$ cat src/scp_regs.vh
/*
  constants for the serial command port: frame format, baud timing,
  receive queue size.
  assumes a 20 MHz core clock; included by bare name.
*/
`ifndef SCP_REGS_VH
`define SCP_REGS_VH

// ***********************************************************************
// frame format
// ***********************************************************************
`define SCP_DATA_BITS     4'h8
`define SCP_RX_DEPTH      4
`define SCP_CLK_HZ        20000000
`define SCP_BAUD_FAST     115200
`define SCP_BAUD_SLOW     19200
// cycles per bit, rounded to nearest
`define SCP_DIV_FAST      ((`SCP_CLK_HZ + `SCP_BAUD_FAST/2) / `SCP_BAUD_FAST)
`define SCP_DIV_SLOW      ((`SCP_CLK_HZ + `SCP_BAUD_SLOW/2) / `SCP_BAUD_SLOW)

`endif

$ cat src/scp_buf2.v
/*
  two-entry valid/ready buffer, parameter width.
  assumes one clock, synchronous active-low reset, clock enable.
*/
`default_nettype none

module scp_buf2 #(
  parameter W = 8
) (
  // clock and reset
  input  wire         clk_in,
  input  wire         resetn_in,
  input  wire         ce_in,
  // fill side
  input  wire         in_valid_in,
  output wire         in_ready_out,
  input  wire [W-1:0] in_data_in,
  // drain side
  output wire         out_valid_out,
  input  wire         out_ready_in,
  output wire [W-1:0] out_data_out
);

  reg [W-1:0] slot0;
  reg [W-1:0] slot1;
  reg [1:0]   count;
  reg         room;
  wire [1:0]  next_count;
  wire        push;
  wire        pop;

  // ready comes from a flop so the fill side sees a registered signal
  assign in_ready_out  = room;
  assign next_count    = count + {1'b0, push} - {1'b0, pop};
  assign out_valid_out = (count != 2'h0);
  assign out_data_out  = slot0;
  assign push = in_valid_in & in_ready_out;
  assign pop  = out_valid_out & out_ready_in;

  // slot0 is the head, slot1 the second word
  always @(posedge clk_in)
  begin
    if (!resetn_in)
    begin
      count <= 2'h0;
      room  <= 1'b1;
      slot0 <= {W{1'b0}};
      slot1 <= {W{1'b0}};
    end
    else if (ce_in)
    begin
      if (pop)
      begin
        slot0 <= (count == 2'h2) ? slot1 : in_data_in;
        if (push && count == 2'h2)
          slot1 <= in_data_in;
      end
      else if (push)
      begin
        if (count == 2'h0)
          slot0 <= in_data_in;
        else
          slot1 <= in_data_in;
      end
      count <= next_count;
      room  <= (next_count != 2'h2);
    end
  end

endmodule

`default_nettype wire

$ cat src/scp_uart.v
/*
  serial command port: 8n1 receiver and transmitter with rts/cts
  hardware handshake, four-byte receive queue, two-entry transmit buffer.
  assumes synchronous inputs at 20 MHz and a command processor that
  pulls received bytes and pushes response bytes with valid/ready.
*/
// Function
// - characters carry eight data bits, no parity and one stop bit.
// - the bit rate is 115k normally and 19.2k with the select jumper fitted.
// - received characters wait in a four-byte first-in first-out queue.
// - cts is high in reset and when the queue has at most one slot left, else low.
// - no new character is started while rts from the host is high.
// - every frame opens with exactly one start bit.
// - a mode input picks waiting or discarding when transmit is blocked.
`default_nettype none
`include "scp_regs.vh"

module scp_uart #(
  parameter RX_DEPTH = `SCP_RX_DEPTH,
  parameter DIV_FAST = `SCP_DIV_FAST,
  parameter DIV_SLOW = `SCP_DIV_SLOW
) (
  // clock, reset, enable
  input  wire       clk_in,
  input  wire       resetn_in,
  input  wire       ce_in,
  // configuration
  input  wire       slow_baud_in,
  input  wire       drop_on_block_in,
  // serial pins
  input  wire       rxd_in,
  output reg        txd_out,
  input  wire       rts_in,
  output reg        cts_out,
  // received bytes to command processor
  output reg        rx_valid_out,
  input  wire       rx_ready_in,
  output reg  [7:0] rx_data_out,
  // response bytes from command processor
  input  wire       tx_valid_in,
  output wire       tx_ready_out,
  input  wire [7:0] tx_data_in,
  // status
  output reg        rx_frame_err_out,
  output reg        tx_dropped_out
);

  // ***********************************************************************
  // bit timing
  // ***********************************************************************
  localparam [15:0] DIVF = DIV_FAST[15:0];
  localparam [15:0] DIVS = DIV_SLOW[15:0];
  wire [15:0] bit_len  = slow_baud_in ? DIVS : DIVF;
  wire [15:0] half_len = {1'b0, bit_len[15:1]};

  // ***********************************************************************
  // receiver
  // ***********************************************************************
  localparam [1:0] RX_IDLE = 2'h0;
  localparam [1:0] RX_START = 2'h1;
  localparam [1:0] RX_DATA = 2'h2;
  localparam [1:0] RX_STOP = 2'h3;

  reg [1:0]  rx_state;
  reg [15:0] rx_cnt;
  reg [3:0]  rx_bit;
  reg [7:0]  rx_shift;
  reg [7:0]  fifo [0:RX_DEPTH-1];
  reg [2:0]  wr_ptr;
  reg [2:0]  rd_ptr;
  reg [3:0]  fill;
  wire       fifo_full  = (fill == RX_DEPTH);
  wire       fifo_empty = (fill == 4'h0);
  reg        rx_push;
  wire       rx_pop = rx_valid_out & rx_ready_in;

  // frame receiver, sampling each bit at its middle
  always @(posedge clk_in)
  begin
    if (!resetn_in)
    begin
      rx_state <= RX_IDLE;
      rx_cnt   <= 16'h0000;
      rx_bit   <= 4'h0;
      rx_shift <= 8'h00;
      rx_push  <= 1'b0;
      rx_frame_err_out <= 1'b0;
    end
    else if (ce_in)
    begin
      rx_push <= 1'b0;
      case (rx_state)
        RX_IDLE:
        begin
          rx_cnt <= 16'h0000;
          if (!rxd_in)
            rx_state <= RX_START;
        end
        RX_START:
        begin
          if (rx_cnt == half_len)
          begin
            rx_cnt <= 16'h0000;
            rx_bit <= 4'h0;
            rx_state <= rxd_in ? RX_IDLE : RX_DATA;  // glitch rejected
          end
          else
            rx_cnt <= rx_cnt + 16'h0001;
        end
        RX_DATA:
        begin
          if (rx_cnt == bit_len - 16'h0001)
          begin
            rx_cnt   <= 16'h0000;
            rx_shift <= {rxd_in, rx_shift[7:1]};
            rx_bit   <= rx_bit + 4'h1;
            if (rx_bit == `SCP_DATA_BITS - 4'h1)
              rx_state <= RX_STOP;
          end
          else
            rx_cnt <= rx_cnt + 16'h0001;
        end
        default:
        begin
          if (rx_cnt == bit_len - 16'h0001)
          begin
            rx_state <= RX_IDLE;
            rx_push  <= rxd_in & ~fifo_full;
            rx_frame_err_out <= ~rxd_in;
          end
          else
            rx_cnt <= rx_cnt + 16'h0001;
        end
      endcase
    end
  end

  // ***********************************************************************
  // receive queue and handshake
  // ***********************************************************************
  // four-byte ring; head held in an output register
  always @(posedge clk_in)
  begin
    if (!resetn_in)
    begin
      wr_ptr <= 3'h0;
      rd_ptr <= 3'h0;
      fill   <= 4'h0;
      rx_valid_out <= 1'b0;
      rx_data_out  <= 8'h00;
      cts_out      <= 1'b1;
    end
    else if (ce_in)
    begin
      if (rx_push)
      begin
        fifo[wr_ptr[1:0]] <= rx_shift;
        wr_ptr <= (wr_ptr == RX_DEPTH - 1) ? 3'h0 : wr_ptr + 3'h1;
      end
      if (!rx_valid_out || rx_pop)
      begin
        rx_valid_out <= ~fifo_empty;
        if (!fifo_empty)
        begin
          rx_data_out <= fifo[rd_ptr[1:0]];
          rd_ptr <= (rd_ptr == RX_DEPTH - 1) ? 3'h0 : rd_ptr + 3'h1;
        end
      end
      fill <= fill + {3'h0, rx_push}
              - {3'h0, (!rx_valid_out || rx_pop) && !fifo_empty};
      // high when the queue has at most one slot left
      cts_out <= (fill >= RX_DEPTH - 1);
    end
  end

  // ***********************************************************************
  // transmitter
  // ***********************************************************************
  wire       tb_valid;
  wire [7:0] tb_data;
  reg        tb_take;

  scp_buf2 #(
    .W (8)
  ) u_txbuf (
    .clk_in        (clk_in),
    .resetn_in     (resetn_in),
    .ce_in         (ce_in),
    .in_valid_in   (tx_valid_in),
    .in_ready_out  (tx_ready_out),
    .in_data_in    (tx_data_in),
    .out_valid_out (tb_valid),
    .out_ready_in  (tb_take),
    .out_data_out  (tb_data)
  );

  reg        tx_busy;
  reg [15:0] tx_cnt;
  reg [3:0]  tx_bit;
  reg [9:0]  tx_frame;

  always @*
  begin
    tb_take = tb_valid & ~tx_busy & (~rts_in | drop_on_block_in);
  end

  // frame sender: start, eight data lsb first, stop
  always @(posedge clk_in)
  begin
    if (!resetn_in)
    begin
      tx_busy  <= 1'b0;
      tx_cnt   <= 16'h0000;
      tx_bit   <= 4'h0;
      tx_frame <= 10'h3ff;
      txd_out  <= 1'b1;
      tx_dropped_out <= 1'b0;
    end
    else if (ce_in)
    begin
      tx_dropped_out <= 1'b0;
      if (!tx_busy)
      begin
        txd_out <= 1'b1;
        if (tb_take && rts_in)
          tx_dropped_out <= 1'b1;
        else if (tb_take)
        begin
          tx_busy  <= 1'b1;
          tx_frame <= {1'b1, tb_data, 1'b0};
          tx_cnt   <= 16'h0000;
          tx_bit   <= 4'h0;
          txd_out  <= 1'b0;
        end
      end
      else if (tx_cnt == bit_len - 16'h0001)
      begin
        tx_cnt <= 16'h0000;
        if (tx_bit == `SCP_DATA_BITS + 4'h1)
        begin
          tx_busy <= 1'b0;
          txd_out <= 1'b1;
        end
        else
        begin
          tx_bit  <= tx_bit + 4'h1;
          txd_out <= tx_frame[tx_bit + 4'h1];
        end
      end
      else
        tx_cnt <= tx_cnt + 16'h0001;
    end
  end

endmodule

`default_nettype wire

$ cat config.mk
export PLATFORM = sky130hd
export DESIGN_NAME = scp_uart
export DESIGN_NICKNAME = d
export VERILOG_FILES = /design/src/scp_buf2.v /design/src/scp_uart.v
export VERILOG_INCLUDE_DIRS = /design/src
export SDC_FILE = /design/constraint.sdc
export NUM_CORES = 1
export LEC_CHECK = 0
export BUFFER_PORTS_ARGS = -buffer_cell sky130_fd_sc_hd__buf_2
export CELL_PAD_IN_SITES_DETAIL_PLACEMENT = 1
export CELL_PAD_IN_SITES_GLOBAL_PLACEMENT = 1
export CORE_MARGIN = 5
export CORE_UTILIZATION = 44
export DETAILED_ROUTE_END_ITERATION = 10
export GPL_TIMING_DRIVEN = 0
export PLACE_DENSITY = 0.73
export RECOVER_POWER = 50
export SLEW_MARGIN = 40
export SYNTH_ARGS = -nofsm -noshare
export SYNTH_HDL_FRONTEND = slang
export SYNTH_SLANG_ARGS = --single-unit
$ cat constraint.sdc
create_clock -name clk_in -period 2.6 [get_ports clk_in]
set_clock_uncertainty 0.2 [all_clocks]
set_input_delay 0.65 -clock clk_in [delete_from_list [all_inputs] [get_ports clk_in]]
set_output_delay 0.65 -clock clk_in [all_outputs]
set_load 0.03 [all_outputs]
======== Word level (Yosys, flattened, before mapping) ========
Memory sizes are Yosys's and may differ from the RTL's. A register that Yosys moved wholly into a read port is not among the register bits.
Index checks and enable logic that the tools add are counted.
storage, ports and cells
  flip-flop bits (word level) ............. 95
  bits in writable memories ............... 32
  output and inout bits ................... 14
  logic and storage cells ................. 156
  memories ................................ 1
memories
  name  words  bits a word  rd ports  clocked after Yosys merged registers in  wr ports  RTL line       text
  fifo  4      8            1         1                                        1         scp_uart.v:68  reg [7:0] fifo [0:RX_DEPTH-1];
operators by class
  add/subtract/negate cells ............... 11
  order comparisons ....................... 2
  equal/unequal tests ..................... 22
  muxes and demuxes ....................... 54
  bitwise logic cells ..................... 14
  reductions and logical operators ........ 31
operators with widths
  kind                                                  count
  2-to-1 mux 16 bit                                     7
  2-to-1 mux 8 bit                                      8
  one-hot mux 16 bit (3 select lines)                   1
  adder 16 x 1 -> 16 bit (second input constant)        2
  equality test 16 bit                                  2
  2-to-1 mux 4 bit                                      7
  2-to-1 mux 1 bit                                      19
  equality test 16 x 10 -> 1 bit                        1
  != test 2 bit (second input constant)                 8
  AND reduction 3 bit                                   5
  2-to-1 mux 2 bit                                      6
  AND reduction 4 bit                                   3
  subtractor 11 x 1 -> 12 bit (second input constant)   1
  2-to-1 mux 11 bit                                     1
  nonzero test 2 bit                                    5
  adder 4 x 1 -> 4 bit (second input constant)          2
  equality test 4 x 3 -> 1 bit (second input constant)  2
  one-hot mux 4 bit (2 select lines)                    1
  AND reduction 2 bit                                   4
  inverter 1 bit                                        7
  adder 3 x 1 -> 3 bit (second input constant)          2
  AND 1 bit                                             6
  equality test 3 x 2 -> 1 bit (second input constant)  2
  2-to-1 mux 3 bit                                      2
  23 further kinds                                      30

======== Depth between registers and ports, before layout ========
  depth after elaboration ................. 6
  gate-level depth with buffers ........... 12
  mapped depth without buffers ............ 12

======== Hierarchy ========
Synthesis repeated with hierarchy kept, for this count alone.
second synthesis, totals
  cells, all modules ...................... 657
  area, all modules ....................... 6,512.5 sq um
by module, submodules not included
  module    times used  cells each  area an instance (sq um)  seq. area each (sq um)
  scp_uart  1           556         5,542.8                   2,642.5
  scp_buf2  1           101         969.7                     380.4

======== Worst setup path after synthesis ========
No wires, ideal clock.
  path type ............................... input to register
  start ................................... input rts_in
  end ..................................... register u_txbuf.room (netlist: u_txbuf.in_ready_out)
  data arrival time ....................... 2,355 ps
  required time ........................... 2,274 ps
  slack ................................... -82 ps
  stages .................................. 10
  path through ............................ nor2b_1 -> nor3_1 -> ha_1 -> inv_1 -> ha_1 -> xor2_1 -> xnor2_1 -> or3_1 -> o21ai_0 -> nand2_1
between the ends
  cells in the longest elaborated chain, start to end .. 6
ends and longest elaborated chain
  what                       RTL line        text
  start: declaration         scp_uart.v:33   input wire rts_in,
  inverter 1 bit             scp_uart.v:204  tb_take = tb_valid & ~tx_busy & (~rts_in | drop_on_block_in);
  bitwise OR 1 bit           scp_uart.v:204
  AND 1 bit                  scp_uart.v:204
  AND 1 bit                  scp_buf2.v:38   assign pop = out_valid_out & out_ready_in;
  subtractor 2 x 1 -> 2 bit  scp_buf2.v:34   assign next_count = count + {1'b0, push} - {1'b0, pop};
  != test 2 bit              scp_buf2.v:66   room <= (next_count != 2'h2);
  end signal: assignment     scp_buf2.v:66
  end: declaration           scp_buf2.v:27   reg room;
No other way between the ends.
A chain may end at the register's enable or synchronous reset.

======== Worst setup path in the final report ========
  start ................................... register tx_cnt[0]
  end ..................................... register tx_cnt[14]
between the ends
  cells in the longest elaborated chain, start to end .. 3
  elaborated cells on any way between the ends .. 4
  classes of those cells .................. add/sub: 1; eq/ne: 1; mux: 2
ends and longest elaborated chain
  what                                                                   RTL line                        text
  start: declaration                                                     scp_uart.v:198                  reg [15:0] tx_cnt;
  start signal: assignment                                               scp_uart.v:251                  tx_cnt <= tx_cnt + 16'h0001;
  adder 16 x 1 -> 16 bit / equality test 16 bit (equally long branches)  scp_uart.v:251, scp_uart.v:236
  2-to-1 mux 16 bit *                                                    scp_uart.v:236                  else if (tx_cnt == bit_len - 16'h0001)
  2-to-1 mux 16 bit *                                                    scp_uart.v:222                  if (!tx_busy)
Every way passes the cells marked *; elsewhere a longest branch is shown, timed or not.

==> qor.txt <==
Grt ovf = 0
Period minus WS final = 2.461 ns
Crit path cell chain = ha_1 > nor4b_1 > and3_1 > a311o_1 > or4_1 > a21boi_0
Post-synth EDFFs = 32
Layout Utilization = 0.5185
Share of layout cells above drive strength 1 = 0.1355
Post-Synth Adder-Cell Area = 0.05015
Placed wire-length estimate = 10750 um
Multiplexer share of the synthesized area = 0.08560
Final wirelength = 15320 um
Cells after Synth = 649
Final Hold Viols = 0
Setup crit end kind = flip-flop
Arr. time, crit path = 2.60 ns
Vias per Instance = 5.349
Top Usage Layer GRT = met2
Largest net degree at the start of global routing = 17
Synth Area in Simple Gates = 0.2165
Root Driver = clkbuf_16
Family with the most delay on the worst path = simple AND/OR/NAND/NOR gates
Syn. warnings = 0
H-tree Lvls = 4
Initial DRC Count = 204
Largest family of logic cells by synthesized area = simple AND/OR/NAND/NOR gates
Cell Area, Synth = 6387 sq um
Commonest cells after routing, fill and taps aside = 101 x dfxtp_1, 79 x nand2_1, 70 x nor2_1, 32 x edfxtp_1
Met3 GRT Util = 0.03862
Crit-path max FO = 8
Residual DRC count = 0
Max Cap Viol = 0
Area Growth Syn to Fin = 16.65%
Max incr delay on CP = 0.55 ns
Hold Path Class = flip-flop to flip-flop
Startpoint Class = flip-flop
Vias in the first global route = 5249
Number of setup violations in the final report = 0
Vias = 4814
Top-level port count = 31
Post-DP Area = 6777 sq um
M2 GR Usage = 0.3296
Initial antenna violation count = 0
Cell Pwr Density = 805.8 nW/um^2
Syn avg cell area = 9.842 sq um
Die X = 130.5 um
Leak = 2.772 nW
Pre-antenna DRT Iters = 4
Dpl cells = 861
Num Clock Sinks = 135
Antenna cells = 0
Longest Clk Path Bufs = 2
Final Cycle Share = 0.9464
Setup Crit Path Kind = flip-flop to flip-flop
Peak Freq = 0.4064 GHz
Ys flop type = dfxtp_1
TritonCTS buffer count = 17
Commonest non-fill, non-tap cell in the layout = dfxtp_1
R2R setup slack = 0.14 ns
Worst-path clk slew = 0.06 ns
Slew HR = 0.3515
Fin nets = 745
Rows = 44
Yosys reg bits = 135
CTS tree = built
Worst VDD drop = 0.4569 mV
Post-route cell area = 7451 sq um
PortBufs = 28
Routability cong. = 0.8150
Starting Density = 0.4445
Die ar. = 17030 sq um
Synth Area in Compound Gates = 0.09931
First-pass GRT wire length = 25850 um
Status = complete, no violations
Critical Path RT = 2.74 ns
Async S/R FF share, synth = 0
Crit path buf inv count = 0
Sum Neg Setup Slack = 0 ns
Post-synthesis sequential area ratio = 0.4733
Non-filler instance count after layout = 900
GRT met1 Usage = 0.2414
Post-synth net total = 691
Fillers = 1635
Slew Viols, Final = 0
Antenna viol nets, final = 0
Count of cell types in the netlist = 65
Average wire per standard cell = 17.02 um
Critical-path top delay cell = or4_1
XOR/XNOR share of the synthesized area = 0.04388
Worst skew pair latency = 0.43 ns
Floorplan core area = 14370 sq um
Die Y = 130.5 um
Total GRT Usage = 0.1934
Tightest Pin Transition = 0.9709 ns
[what timing repair did]
item / CTS / global route
pin swaps: 2 / 2
gates resized for setup: 7 / 10
hold buffers: 0 / 0
setup buffers: 7 / 1
hold endpoints to repair: 0 / 0
setup endpoints to repair: 36 / 42
gates cloned: 0 / 0
[synthesized netlist by cell type (12+ instances only)]
| cell type | count | area, sq um |
|---|---|---|
| nor2_1 | 71 | 266.5 |
| xnor2_1 | 20 | 175.2 |
| and2_1 | 17 | 106.4 |
| nand2_1 | 79 | 296.5 |
| nand3_1 | 20 | 100.1 |
| dfxtp_1 | 103 | 2062 |
| o21ai_0 | 27 | 135.1 |
| nor2b_1 | 27 | 168.9 |
| edfxtp_1 | 32 | 960.9 |
| ha_1 | 24 | 300.3 |
| clkbuf_1 | 19 | 71.32 |
| a21boi_0 | 17 | 127.6 |
| a21oi_1 | 13 | 65.06 |
| inv_1 | 23 | 86.33 |
| xor2_1 | 12 | 105.1 |
| nand4_1 | 13 | 81.33 |
| mux2i_1 | 31 | 310.3 |
[stage by stage]
step	power, mW	setup WS (ns)	hold slack [ns]
floorplan	3.288	0.03339	0.2123
global placement	3.517	-0.4507	0.2210
detailed placement	3.606	-0.5177	0.2329
CTS	6.066	0.006602	0.2415
global route	6.341	-0.004063	0.2712
finish	6.004	0.1395	0.2455
[layout make-up]
type	instances	area, sq um	area share
Multi-Input combinational cell	466	3216	0.4316
Tap cell	184	230.2	0.03090
Timing Repair Buffer	36	191.4	0.02569
Buffer	24	113.9	0.01528
Inverter	23	86.33	0.01159
Clock buffer	17	425.4	0.05709
Clock inverter	15	162.7	0.02183
Sequential cell	135	3025	0.4060
[worst paths after layout]
path | startpoint | to | depth (start not counted)
worst min-delay path | wr_ptr[2] | wr_ptr[2] | 2
worst max-delay path | tx_cnt[0] | tx_cnt[14] | 6
worst min register to register | wr_ptr[2] | wr_ptr[2] | 2
worst max register to register | tx_cnt[0] | tx_cnt[14] | 6
[kinds of logic after synthesis]
logic type               count (synthesis)
AO/OA/AOI/OAI                           89
flip-flops                             135
adder cells (fa/ha/maj)                 25
AND/OR/NAND/NOR                        278
XOR/XNOR                                32
buffers and inverters                   48
multiplexers                            42
[worst register-to-register path, cell delays in order, from the launching register on]
cell      delay (ns)
dfxtp_1         0.38
ha_1            0.24
nor4b_1         0.14
and3_1          0.22
a311o_1         0.46
or4_1           0.55
a21boi_0        0.20
[flip-flops by register name, summed over array words and instances (netlist names), 8 cells and up]
| signal | cells |
|---|---|
| fifo | 32 |
| rx_cnt | 16 |
| rx_data_out | 8 |
| rx_shift | 8 |
| tx_cnt | 16 |
| tx_frame | 9 |
| u_txbuf.out_data_out | 8 |
| u_txbuf.slot1 | 8 |
[routing by layer]
| metal | vias up | share of wire |
|---|---|---|
| met3 | 21 | 0.027 |
| met2 | 59 | 0.49 |
| met4 | 0 | 0.018 |
| met5 | - | 0 |
| met1 | 2365 | 0.46 |
| li1 | 2369 | - |
[power by group]
part / internal, mW / switching, mW
registers: 2.29 / 0.118
logic: 0.511 / 0.708
clock network: 1.36 / 1.02
total: 4.16 / 1.85
(Power assumes the default switching activity.)
